==> config.mk <==
export PLATFORM = sky130hd
export DESIGN_NAME = bta_alu
export DESIGN_NICKNAME = d
export VERILOG_FILES = /design/src/common/bta_pkg.sv /design/src/bta_alu.sv
export VERILOG_INCLUDE_DIRS = /design/src /design/src/common
export SDC_FILE = /design/constraint.sdc
export NUM_CORES = 1
export LEC_CHECK = 0
export BUFFER_PORTS_ARGS = -buffer_cell sky130_fd_sc_hd__buf_4
export CORE_MARGIN = 2
export CORE_UTILIZATION = 25
export CTS_CLUSTER_SIZE = 40
export DETAILED_ROUTE_END_ITERATION = 12
export HOLD_SLACK_MARGIN = 0.02
export SYNTH_ARGS = -nofsm -noshare
export SYNTH_HDL_FRONTEND = slang
export SYNTH_SLANG_ARGS = --single-unit
==> constraint.sdc <==
create_clock -name pclk -period 6.24 [get_ports pclk]
set_clock_uncertainty 0.1 [all_clocks]
set_input_delay 0.624 -clock pclk [delete_from_list [all_inputs] [get_ports pclk]]
set_output_delay 0.624 -clock pclk [all_outputs]
set_load 0.01 [all_outputs]
==> src/common/bta_defs.svh <==
// Register offsets, field positions, reset values and timing counts of the bit-test/compare/divide unit
`ifndef BTA_DEFS_SVH
`define BTA_DEFS_SVH

// ----------------------------------------------------------------
// Register byte offsets
// ----------------------------------------------------------------
`define BTA_ADDR_W 8
`define BTA_REG_CMD 8'h00
`define BTA_REG_OPA 8'h04
`define BTA_REG_OPB 8'h08
`define BTA_REG_OPHI 8'h0C
`define BTA_REG_LIT 8'h10
`define BTA_REG_STATUS 8'h14
`define BTA_REG_RESULT 8'h18
`define BTA_REG_REMAIN 8'h1C

// ----------------------------------------------------------------
// Status word bit positions
// ----------------------------------------------------------------
`define BTA_ST_FLAGS_MSB 4
`define BTA_ST_BUSY 8
`define BTA_ST_SKIP 9
`define BTA_ST_IRQB 10

// ----------------------------------------------------------------
// Field widths and reset values
// ----------------------------------------------------------------
`define BTA_CMD_W 10
`define BTA_LIT_W 14
`define BTA_RST_WORD 16'h0000
`define BTA_RST_FLAGS 5'h00

// ----------------------------------------------------------------
// Timing
// ----------------------------------------------------------------
`define BTA_DIV_CYCLES 18
`define BTA_DIV_LAST_STEP 5'h10

`endif

==> src/common/bta_pkg.sv <==
// Types shared by the bit-test/compare/divide unit
package bta_pkg;

  // ----------------------------------------------------------------
  // Operations
  // ----------------------------------------------------------------
  typedef enum logic [4:0] {
    BTA_BIT_TEST_SKIP_SET,
    BTA_BIT_TEST_ONLY,
    BTA_BIT_TEST_THEN_SET,
    BTA_COMPARE_OP,
    BTA_COMPARE_ZERO_OP,
    BTA_COMPARE_BORROW_OP,
    BTA_COMPARE_SKIP_EQUAL,
    BTA_COMPARE_SKIP_GREATER,
    BTA_COMPARE_SKIP_LESS,
    BTA_COMPARE_SKIP_UNEQUAL,
    BTA_DECIMAL_ADJUST_OP,
    BTA_TIMED_IRQ_BLOCK,
    BTA_DIVIDE_OP,
    BTA_FIRST_ONE_FROM_MSB,
    BTA_FIRST_ONE_FROM_LSB
  } bta_op_t;

  // Command word, low bits first: op, to_carry, bit_from_reg, lit_src, long_div, signed_div
  typedef struct packed {
    logic signed_div;
    logic long_div;
    logic lit_src;
    logic bit_from_reg;
    logic to_carry;
    bta_op_t op;
  } bta_cmd_t;

  typedef struct packed {
    logic digit_carry_flag;
    logic n;
    logic overflow_flag;
    logic z;
    logic c;
  } bta_flags_t;

  typedef enum logic {BTA_IDLE, BTA_DIV} bta_state_t;

  typedef struct packed {
    bta_state_t state;
    logic [4:0] cnt;
    logic [16:0] p;
    logic [15:0] q;
    logic [15:0] d;
    logic neg_q;
    logic neg_r;
    logic ovf;
    bta_cmd_t cmd;
    logic [15:0] opa;
    logic [15:0] opb;
    logic [15:0] ophi;
    logic [13:0] lit;
    bta_flags_t flags;
    logic [15:0] result;
    logic [15:0] remain;
    logic skip;
    logic skip_req;
    logic result_wr;
    logic [13:0] blk_cnt;
    logic irq_block;
    logic [31:0] prdata;
    logic pready;
    logic pslverr;
  } bta_st_t;

endpackage

==> src/bta_alu.sv <==
// Bit-test, compare, decimal-adjust, timed interrupt block, divide and find-first-one datapath
`timescale 1ns/1ns
`include "bta_defs.svh"

module bta_alu (
  input wire logic pclk, // Core clock, 125 MHz
  input wire logic presetn, // Asynchronous reset
  input wire logic psel, // APB select
  input wire logic penable, // APB enable
  input wire logic pwrite, // APB direction
  input wire logic [`BTA_ADDR_W-1:0] paddr, // APB byte address
  input wire logic [31:0] pwdata, // APB write data
  output logic [31:0] prdata, // APB read data
  output logic pready, // APB ready
  output logic pslverr, // APB error, unmapped address
  input wire logic instr_tick, // One pulse per retired instruction
  output logic skip_req, // Pulse: skip the next instruction
  output logic result_wr, // Pulse: result_data goes to the destination
  output logic [15:0] result_data, // Value for the destination register
  output bta_pkg::bta_flags_t flags, // Status flags
  output logic irq_block, // Interrupts held off
  output logic busy // Divide in progress
);

  // ----------------------------------------------------------------
  // Helpers
  // ----------------------------------------------------------------
  function automatic logic [4:0] bta_ff1_msb(input logic [15:0] v);
    logic [4:0] pos;
    pos = 5'h00;
    for (int i = 0; i < 16; i++) begin
      if (v[i]) begin
        pos = 5'(16 - i);
      end
    end
    return pos;
  endfunction

  function automatic logic [4:0] bta_ff1_lsb(input logic [15:0] v);
    logic [4:0] pos;
    pos = 5'h00;
    for (int i = 15; i >= 0; i--) begin
      if (v[i]) begin
        pos = 5'(i + 1);
      end
    end
    return pos;
  endfunction

  // Flags of base - source - !cin as a 16-bit subtraction
  function automatic bta_pkg::bta_flags_t bta_sub_flags(input logic [15:0] a, input logic [15:0] b,
                                                        input logic cin, input logic zin);
    bta_pkg::bta_flags_t f;
    logic [16:0] s;
    logic [4:0] lo;
    s = {1'b0, a} + {1'b0, ~b} + {16'h0000, cin};
    lo = {1'b0, a[3:0]} + {1'b0, ~b[3:0]} + {4'h0, cin};
    f.c = s[16];
    f.digit_carry_flag = lo[4];
    f.n = s[15];
    f.overflow_flag = (a[15] != b[15]) && (s[15] != a[15]);
    f.z = zin && (s[15:0] == 16'h0000);
    return f;
  endfunction

  // ----------------------------------------------------------------
  // State
  // ----------------------------------------------------------------
  bta_pkg::bta_st_t s_r;
  bta_pkg::bta_st_t s_nxt;

  bta_pkg::bta_cmd_t c_in;
  logic access;
  logic mapped;
  logic issue;
  logic [3:0] bitn;
  logic bitv;
  logic [15:0] src;
  logic [15:0] mask;
  logic [8:0] bcd_adj;
  logic [31:0] dvd;
  logic [31:0] dvd_mag;
  logic [15:0] dvs_mag;
  logic [16:0] shifted;
  logic [15:0] qval;
  logic ovf_end;

  always_comb begin
    s_nxt = s_r;
    c_in = bta_pkg::bta_cmd_t'(pwdata[`BTA_CMD_W-1:0]);
    access = psel && penable && !s_r.pready;
    mapped = 1'b0;
    issue = 1'b0;
    bitn = c_in.bit_from_reg ? s_r.opb[3:0] : s_r.lit[3:0];
    bitv = s_r.opa[bitn];
    mask = 16'h0001 << bitn;
    src = c_in.lit_src ? {11'h000, s_r.lit[4:0]} : s_r.opb;
    bcd_adj = {1'b0, s_r.opa[7:0]};
    dvd = 32'h0000_0000;
    dvd_mag = 32'h0000_0000;
    dvs_mag = 16'h0000;
    shifted = {s_r.p[15:0], s_r.q[15]};
    qval = 16'h0000;
    ovf_end = 1'b0;
    s_nxt.skip_req = 1'b0;
    s_nxt.result_wr = 1'b0;

    // ----------------------------------------------------------------
    // Timed interrupt block countdown
    // ----------------------------------------------------------------
    if (instr_tick && (s_r.blk_cnt != 14'h0000)) begin
      s_nxt.blk_cnt = s_r.blk_cnt - 14'h0001;
    end

    // ----------------------------------------------------------------
    // APB slave: answer in the second access cycle
    // ----------------------------------------------------------------
    s_nxt.pready = access;
    s_nxt.pslverr = 1'b0;
    if (access) begin
      unique case (paddr)
        `BTA_REG_CMD, `BTA_REG_OPA, `BTA_REG_OPB, `BTA_REG_OPHI, `BTA_REG_LIT,
        `BTA_REG_STATUS, `BTA_REG_RESULT, `BTA_REG_REMAIN: mapped = 1'b1;
        default: mapped = 1'b0;
      endcase
      s_nxt.pslverr = !mapped;
      s_nxt.prdata = 32'h0000_0000;
      if (pwrite) begin
        unique case (paddr)
          `BTA_REG_CMD: issue = (s_r.state == bta_pkg::BTA_IDLE);
          `BTA_REG_OPA: s_nxt.opa = pwdata[15:0];
          `BTA_REG_OPB: s_nxt.opb = pwdata[15:0];
          `BTA_REG_OPHI: s_nxt.ophi = pwdata[15:0];
          `BTA_REG_LIT: s_nxt.lit = pwdata[`BTA_LIT_W-1:0];
          `BTA_REG_STATUS: s_nxt.flags = bta_pkg::bta_flags_t'(pwdata[`BTA_ST_FLAGS_MSB:0]);
          default: ;
        endcase
      end else begin
        unique case (paddr)
          `BTA_REG_CMD: s_nxt.prdata = {22'h000000, s_r.cmd};
          `BTA_REG_OPA: s_nxt.prdata = {16'h0000, s_r.opa};
          `BTA_REG_OPB: s_nxt.prdata = {16'h0000, s_r.opb};
          `BTA_REG_OPHI: s_nxt.prdata = {16'h0000, s_r.ophi};
          `BTA_REG_LIT: s_nxt.prdata = {18'h00000, s_r.lit};
          `BTA_REG_STATUS: begin
            s_nxt.prdata[`BTA_ST_FLAGS_MSB:0] = s_r.flags;
            s_nxt.prdata[`BTA_ST_BUSY] = (s_r.state == bta_pkg::BTA_DIV);
            s_nxt.prdata[`BTA_ST_SKIP] = s_r.skip;
            s_nxt.prdata[`BTA_ST_IRQB] = s_r.irq_block;
          end
          `BTA_REG_RESULT: s_nxt.prdata = {16'h0000, s_r.result};
          `BTA_REG_REMAIN: s_nxt.prdata = {16'h0000, s_r.remain};
          default: ;
        endcase
      end
    end

    // ----------------------------------------------------------------
    // Command execution; single-cycle ops finish at the issuing edge
    // ----------------------------------------------------------------
    if (issue) begin
      s_nxt.cmd = c_in;
      s_nxt.skip = 1'b0;
      unique case (c_in.op)
        bta_pkg::BTA_BIT_TEST_SKIP_SET: begin
          s_nxt.skip = bitv;
        end
        bta_pkg::BTA_BIT_TEST_ONLY, bta_pkg::BTA_BIT_TEST_THEN_SET: begin
          if (c_in.to_carry) begin
            s_nxt.flags.c = bitv;
          end else begin
            s_nxt.flags.z = !bitv;
          end
          if (c_in.op == bta_pkg::BTA_BIT_TEST_THEN_SET) begin
            s_nxt.result = s_r.opa | mask;
            s_nxt.result_wr = 1'b1;
          end
        end
        bta_pkg::BTA_COMPARE_OP: s_nxt.flags = bta_sub_flags(s_r.opa, src, 1'b1, 1'b1);
        bta_pkg::BTA_COMPARE_ZERO_OP: s_nxt.flags = bta_sub_flags(s_r.opa, 16'h0000, 1'b1, 1'b1);
        bta_pkg::BTA_COMPARE_BORROW_OP: begin
          // Zero only stays set across words, so a multi-word compare ends with a true Z
          s_nxt.flags = bta_sub_flags(s_r.opa, src, s_r.flags.c, s_r.flags.z);
        end
        bta_pkg::BTA_COMPARE_SKIP_EQUAL: s_nxt.skip = (s_r.opa == s_r.opb);
        bta_pkg::BTA_COMPARE_SKIP_GREATER: s_nxt.skip = ($signed(s_r.opa) > $signed(s_r.opb));
        bta_pkg::BTA_COMPARE_SKIP_LESS: s_nxt.skip = ($signed(s_r.opa) < $signed(s_r.opb));
        bta_pkg::BTA_COMPARE_SKIP_UNEQUAL: s_nxt.skip = (s_r.opa != s_r.opb);
        bta_pkg::BTA_DECIMAL_ADJUST_OP: begin
          if ((bcd_adj[3:0] > 4'h9) || s_r.flags.digit_carry_flag) begin
            bcd_adj = bcd_adj + 9'h006;
          end
          if ((bcd_adj[7:4] > 4'h9) || bcd_adj[8] || s_r.flags.c) begin
            bcd_adj = bcd_adj + 9'h060;
          end
          s_nxt.flags.c = s_r.flags.c || bcd_adj[8];
          s_nxt.result = {s_r.opa[15:8], bcd_adj[7:0]};
          s_nxt.result_wr = 1'b1;
        end
        bta_pkg::BTA_TIMED_IRQ_BLOCK: s_nxt.blk_cnt = s_r.lit;
        bta_pkg::BTA_DIVIDE_OP: begin
          if (c_in.long_div) begin
            dvd = {s_r.ophi, s_r.opa};
          end else if (c_in.signed_div) begin
            dvd = {{16{s_r.opa[15]}}, s_r.opa};
          end else begin
            dvd = {16'h0000, s_r.opa};
          end
          dvd_mag = (c_in.signed_div && dvd[31]) ? -dvd : dvd;
          dvs_mag = (c_in.signed_div && s_r.opb[15]) ? -s_r.opb : s_r.opb;
          s_nxt.p = {1'b0, dvd_mag[31:16]};
          s_nxt.q = dvd_mag[15:0];
          s_nxt.d = dvs_mag;
          s_nxt.neg_q = c_in.signed_div && (dvd[31] ^ s_r.opb[15]);
          s_nxt.neg_r = c_in.signed_div && dvd[31];
          // Quotient would need more than 16 bits, or divisor is zero
          s_nxt.ovf = (dvs_mag == 16'h0000) || (dvd_mag[31:16] >= dvs_mag);
          s_nxt.cnt = 5'h00;
          s_nxt.state = bta_pkg::BTA_DIV;
        end
        bta_pkg::BTA_FIRST_ONE_FROM_MSB: begin
          s_nxt.result = {11'h000, bta_ff1_msb(s_r.opa)};
          s_nxt.flags.c = (s_r.opa == 16'h0000);
          s_nxt.result_wr = 1'b1;
        end
        bta_pkg::BTA_FIRST_ONE_FROM_LSB: begin
          s_nxt.result = {11'h000, bta_ff1_lsb(s_r.opa)};
          s_nxt.flags.c = (s_r.opa == 16'h0000);
          s_nxt.result_wr = 1'b1;
        end
        default: ;
      endcase
      s_nxt.skip_req = s_nxt.skip;
    end

    // ----------------------------------------------------------------
    // Restoring divide: 16 steps then one fix-up step
    // ----------------------------------------------------------------
    if (s_r.state == bta_pkg::BTA_DIV) begin
      s_nxt.cnt = s_r.cnt + 5'h01;
      if (s_r.cnt != `BTA_DIV_LAST_STEP) begin
        if (shifted >= {1'b0, s_r.d}) begin
          s_nxt.p = shifted - {1'b0, s_r.d};
          s_nxt.q = {s_r.q[14:0], 1'b1};
        end else begin
          s_nxt.p = shifted;
          s_nxt.q = {s_r.q[14:0], 1'b0};
        end
      end else begin
        // Signed range is asymmetric: -32768 fits, +32768 does not
        ovf_end = s_r.ovf || (s_r.cmd.signed_div && (s_r.neg_q ? (s_r.q > 16'h8000) : s_r.q[15]));
        qval = s_r.neg_q ? -s_r.q : s_r.q;
        s_nxt.result = qval;
        s_nxt.remain = s_r.neg_r ? -s_r.p[15:0] : s_r.p[15:0];
        s_nxt.flags.n = qval[15];
        s_nxt.flags.z = (qval == 16'h0000);
        s_nxt.flags.c = (s_r.p[15:0] != 16'h0000);
        s_nxt.flags.overflow_flag = ovf_end;
        s_nxt.result_wr = 1'b1;
        s_nxt.state = bta_pkg::BTA_IDLE;
      end
    end

    s_nxt.irq_block = (s_nxt.blk_cnt != 14'h0000);
  end

  always_ff @(posedge pclk or negedge presetn) begin
    if (!presetn) begin
      s_r <= '0;
    end else begin
      s_r <= s_nxt;
    end
  end

  // ----------------------------------------------------------------
  // Outputs, all straight from the state register
  // ----------------------------------------------------------------
  assign prdata = s_r.prdata;
  assign pready = s_r.pready;
  assign pslverr = s_r.pslverr;
  assign skip_req = s_r.skip_req;
  assign result_wr = s_r.result_wr;
  assign result_data = s_r.result;
  assign flags = s_r.flags;
  assign irq_block = s_r.irq_block;
  assign busy = (s_r.state == bta_pkg::BTA_DIV);

endmodule

==> flow_summary.ini <==
[status]
status = complete, no violations

[logic_synthesis]
syn_area_per_cell_um2 = 8.50
ys_top_cells_by_count = 202 x dfrtp_1, 183 x nand2_1, 144 x o21ai_0
synth_area_leaders = dfrtp_1 33%, ha_1 6.7%, o21ai_0 4.6%, nand2_1 4.4%, xnor2_1 3.9%
synth_warnings = 0
synth_cell_types = 73
synth-seq-area-share_pct = 32.5
synth_ff_type = dfrtp_1
netlist_area_mm2 = 0.0155
synth_top_area_share_pct = 32.5
netlist_instances = 1828
post-synth-top-count-cell = dfrtp_1
synth-edff-count = 0
synthArstFlopShare_pct = 100
ys_ff_latch = 202
yosys.area.top_type = dfrtp_1

[power_and_ir_drop]
switching_share_pct = 29.0
comb_power_share_pct = 15.0
p_leak_nw = 7.63
clkPwrFrac_pct = 42.4
power.total_mw = 3.40
internal-power_mw = 2.41
ir_drop_uv = 172
netSwitchingPower_mw = 0.986
power_per_cell_area_mw_per_mm2 = 195
seqPwrFrac_pct = 42.5

[worst_setup_path]
critPathBufInv = 1
critPathKind = reg2reg
worstPathMaxFanout = 11
cp.required_ns = 6.58
path_delay_family = compound AO/OA/AOI/OAI gates
slowest_delay_ns = 0.47
path_cells = buf_4 > nor2_1 > nand2_1 > nor2_1 > nand4_1 > a21oi_1 > nor3b_1 > o21ai_0 > o21ai_0 > a32o_1 > ha_1 > a21o_1 > a21o_1 > a21oi_1 > o21ai_0 > a41oi_1 > o311ai_0 > o21a_1
worstSetupEndpointType = register
start_kind = register
crit_arrival_ns = 4.89
cpMostUsedCell = o21ai_0
slowest_stage = nor2_1

[drt]
post-route-drc-count = 0
wl_met3_um = 5180
met1_length_um = 24200
dr.pass1.iters = 6
drt-initial-drc-count = 1385
vias = 14400
wl_per_cell_um = 20.9
wirelength_um = 55700
wl_met2_um = 24300
highest_layer = met4
viasPerCell = 5.39
postRouteAntennaNets = 0

[timing]
worstMarginPinSlew_ns = 1.15
maxSlewHeadroom_pct = 21.4
finalSetupViolations = 0
hold_slack_ns = 0.0742
finalMaxSlewViolations = 0
finalHoldViolations = 0
max_freq_mhz = 220
grt_setup_unrepaired = false
fin_crit_ns = 4.54
layout_worst_path_cycle_share_pct = 72.8
fin_tns_setup_ns = 0

[clock_network]
clockBufferDepth = 3
cts_tree = done
clk_pin_slew_ns = 0.06
clock_latency_ns = 0.55
cts_buffers = 25
cts-root-buf = clkbuf_16
cts_setup_buffers = 0
postCtsHoldBufs = 0
ctsResizeCount = 0
h-tree-depth = 1
clock-sinks = 202

[finish]
antenna_cells = 0
multiInputGateArea_mm2 = 0.00950
nNetsFinal = 1950
final-instance-count-excl-fill = 2672
layout-drive-gt1-share_pct = 12.5
fillCellCount = 6534
syn2layout_area_growth_pct = 12.4
regArea_mm2 = 0.00505
final_util_pct = 28.3

[floorplanning]
die_w_um = 253
die_area_mm2 = 0.0642
io_pins = 105
row_count = 91
core-area_mm2 = 0.0616
initial_core_util_pct = 25.2
die_h_um = 253

[place]
hpwl_um = 41700
post-place-cells = 2629
numPortBuffers = 72
place_congestion = 0.914

[flow_run]
maxCapViolations = 0

[global_route]
grt_pass1_vias = 13700
grt_max_degree = 95
grt.total_usage_pct = 17.0
grt_pass1_wl_um = 84000
overflow = 0
antenna_found_initial = 0

[hold_path]
min_path_type = in2async
kinds of logic after synthesis:
| group | share of synthesized area (%) |
|---|---|
| and+or+nand+nor | 18.4 |
| xor gates and xnor gates | 6.71 |
| other | 0.0241 |
| DFF | 32.5 |
| AOI/OAI and AO/OA | 20.6 |
| muxes | 8.00 |
| adders and majority gates | 6.94 |
| buffers and inverters | 6.81 |
state kept, by name, summed over array words and instances, names as in the netlist:
name / count
busy: 1
flags: 5
irq_block: 1
prdata: 16
pready: 1
pslverr: 1
result_data: 16
result_wr: 1
s_r: 159
skip_req: 1
routing by layer:
| layer | up-vias | track usage [%] |
|---|---|---|
| met5 | - | 0 |
| met4 | 0 | 6.15 |
| met3 | 132 | 3.66 |
| li1 | 6558 | - |
| met1 | 7041 | 23.3 |
| met2 | 672 | 26.2 |
through the flow:
stage / area (µm²) / worst slack (ns)
global route: 17500 / 1.40
detailed placement: 16700 / 1.41
floorplan: 15600 / 2.12
CTS: 17500 / 1.73
finish: 17500 / 1.70
global placement: 16700 / 1.42
path summary, 6_finish.rpt:
path | to | slack [ns] | startpoint | cells past startpoint
worst min-delay path | s_r[57] | 0.07 | presetn | 1
worst max register to register | s_r[161] | 1.70 | s_r[143] | 18
min in group pclk | s_r[130] | 0.25 | pwdata[11] | 3
max in group asynchronous | result_data[7] | 4.65 | presetn | 2
worst min register to register | s_r[173] | 0.38 | s_r[173] | 2
worst max-delay path | s_r[161] | 1.70 | s_r[143] | 18
power groups by stage:
stage	combinational, mW	clock (mW)	sequential [mW]
2_1_floorplan	0.353	0	1.44
3_3_place_gp	0.497	0	1.46
3_5_place_dp	0.504	0	1.47
4_1_cts	0.507	1.47	1.44
5_1_grt	0.563	1.52	1.45
6_report	0.511	1.44	1.44
area by class of cell:
class,instances,area share (%)
multi-input cells,1416,54.4
flip-flops and latches,202,29.0
well taps,837,6.00
repair buffers,104,4.51
clock buffers,38,4.44
inverters,70,1.51
clock inverters,5,0.186
placed cells by master, fill, tap and decap left out, types with 13 or more instances in the layout:
master,instances
a211oi_1,14
a21o_1,20
a21oi_1,117
a221oi_1,26
a22o_1,16
a22oi_1,16
a31oi_1,16
and3_1,14
buf_4,103
clkbuf_16,25
conb_1,16
dfrtp_1,202
ha_1,83
inv_1,69
mux2_2,51
mux2i_1,42
nand2_1,183
nand2b_1,34
nand3_1,43
nand4_1,22
nor2_1,130
nor2b_1,22
nor3_1,45
nor4_1,17
o211ai_1,13
o21ai_0,144
o22ai_1,23
o31ai_1,18
or3_1,27
or4_1,15
xnor2_1,70
xor2_1,49
(Power assumes the default switching activity.)
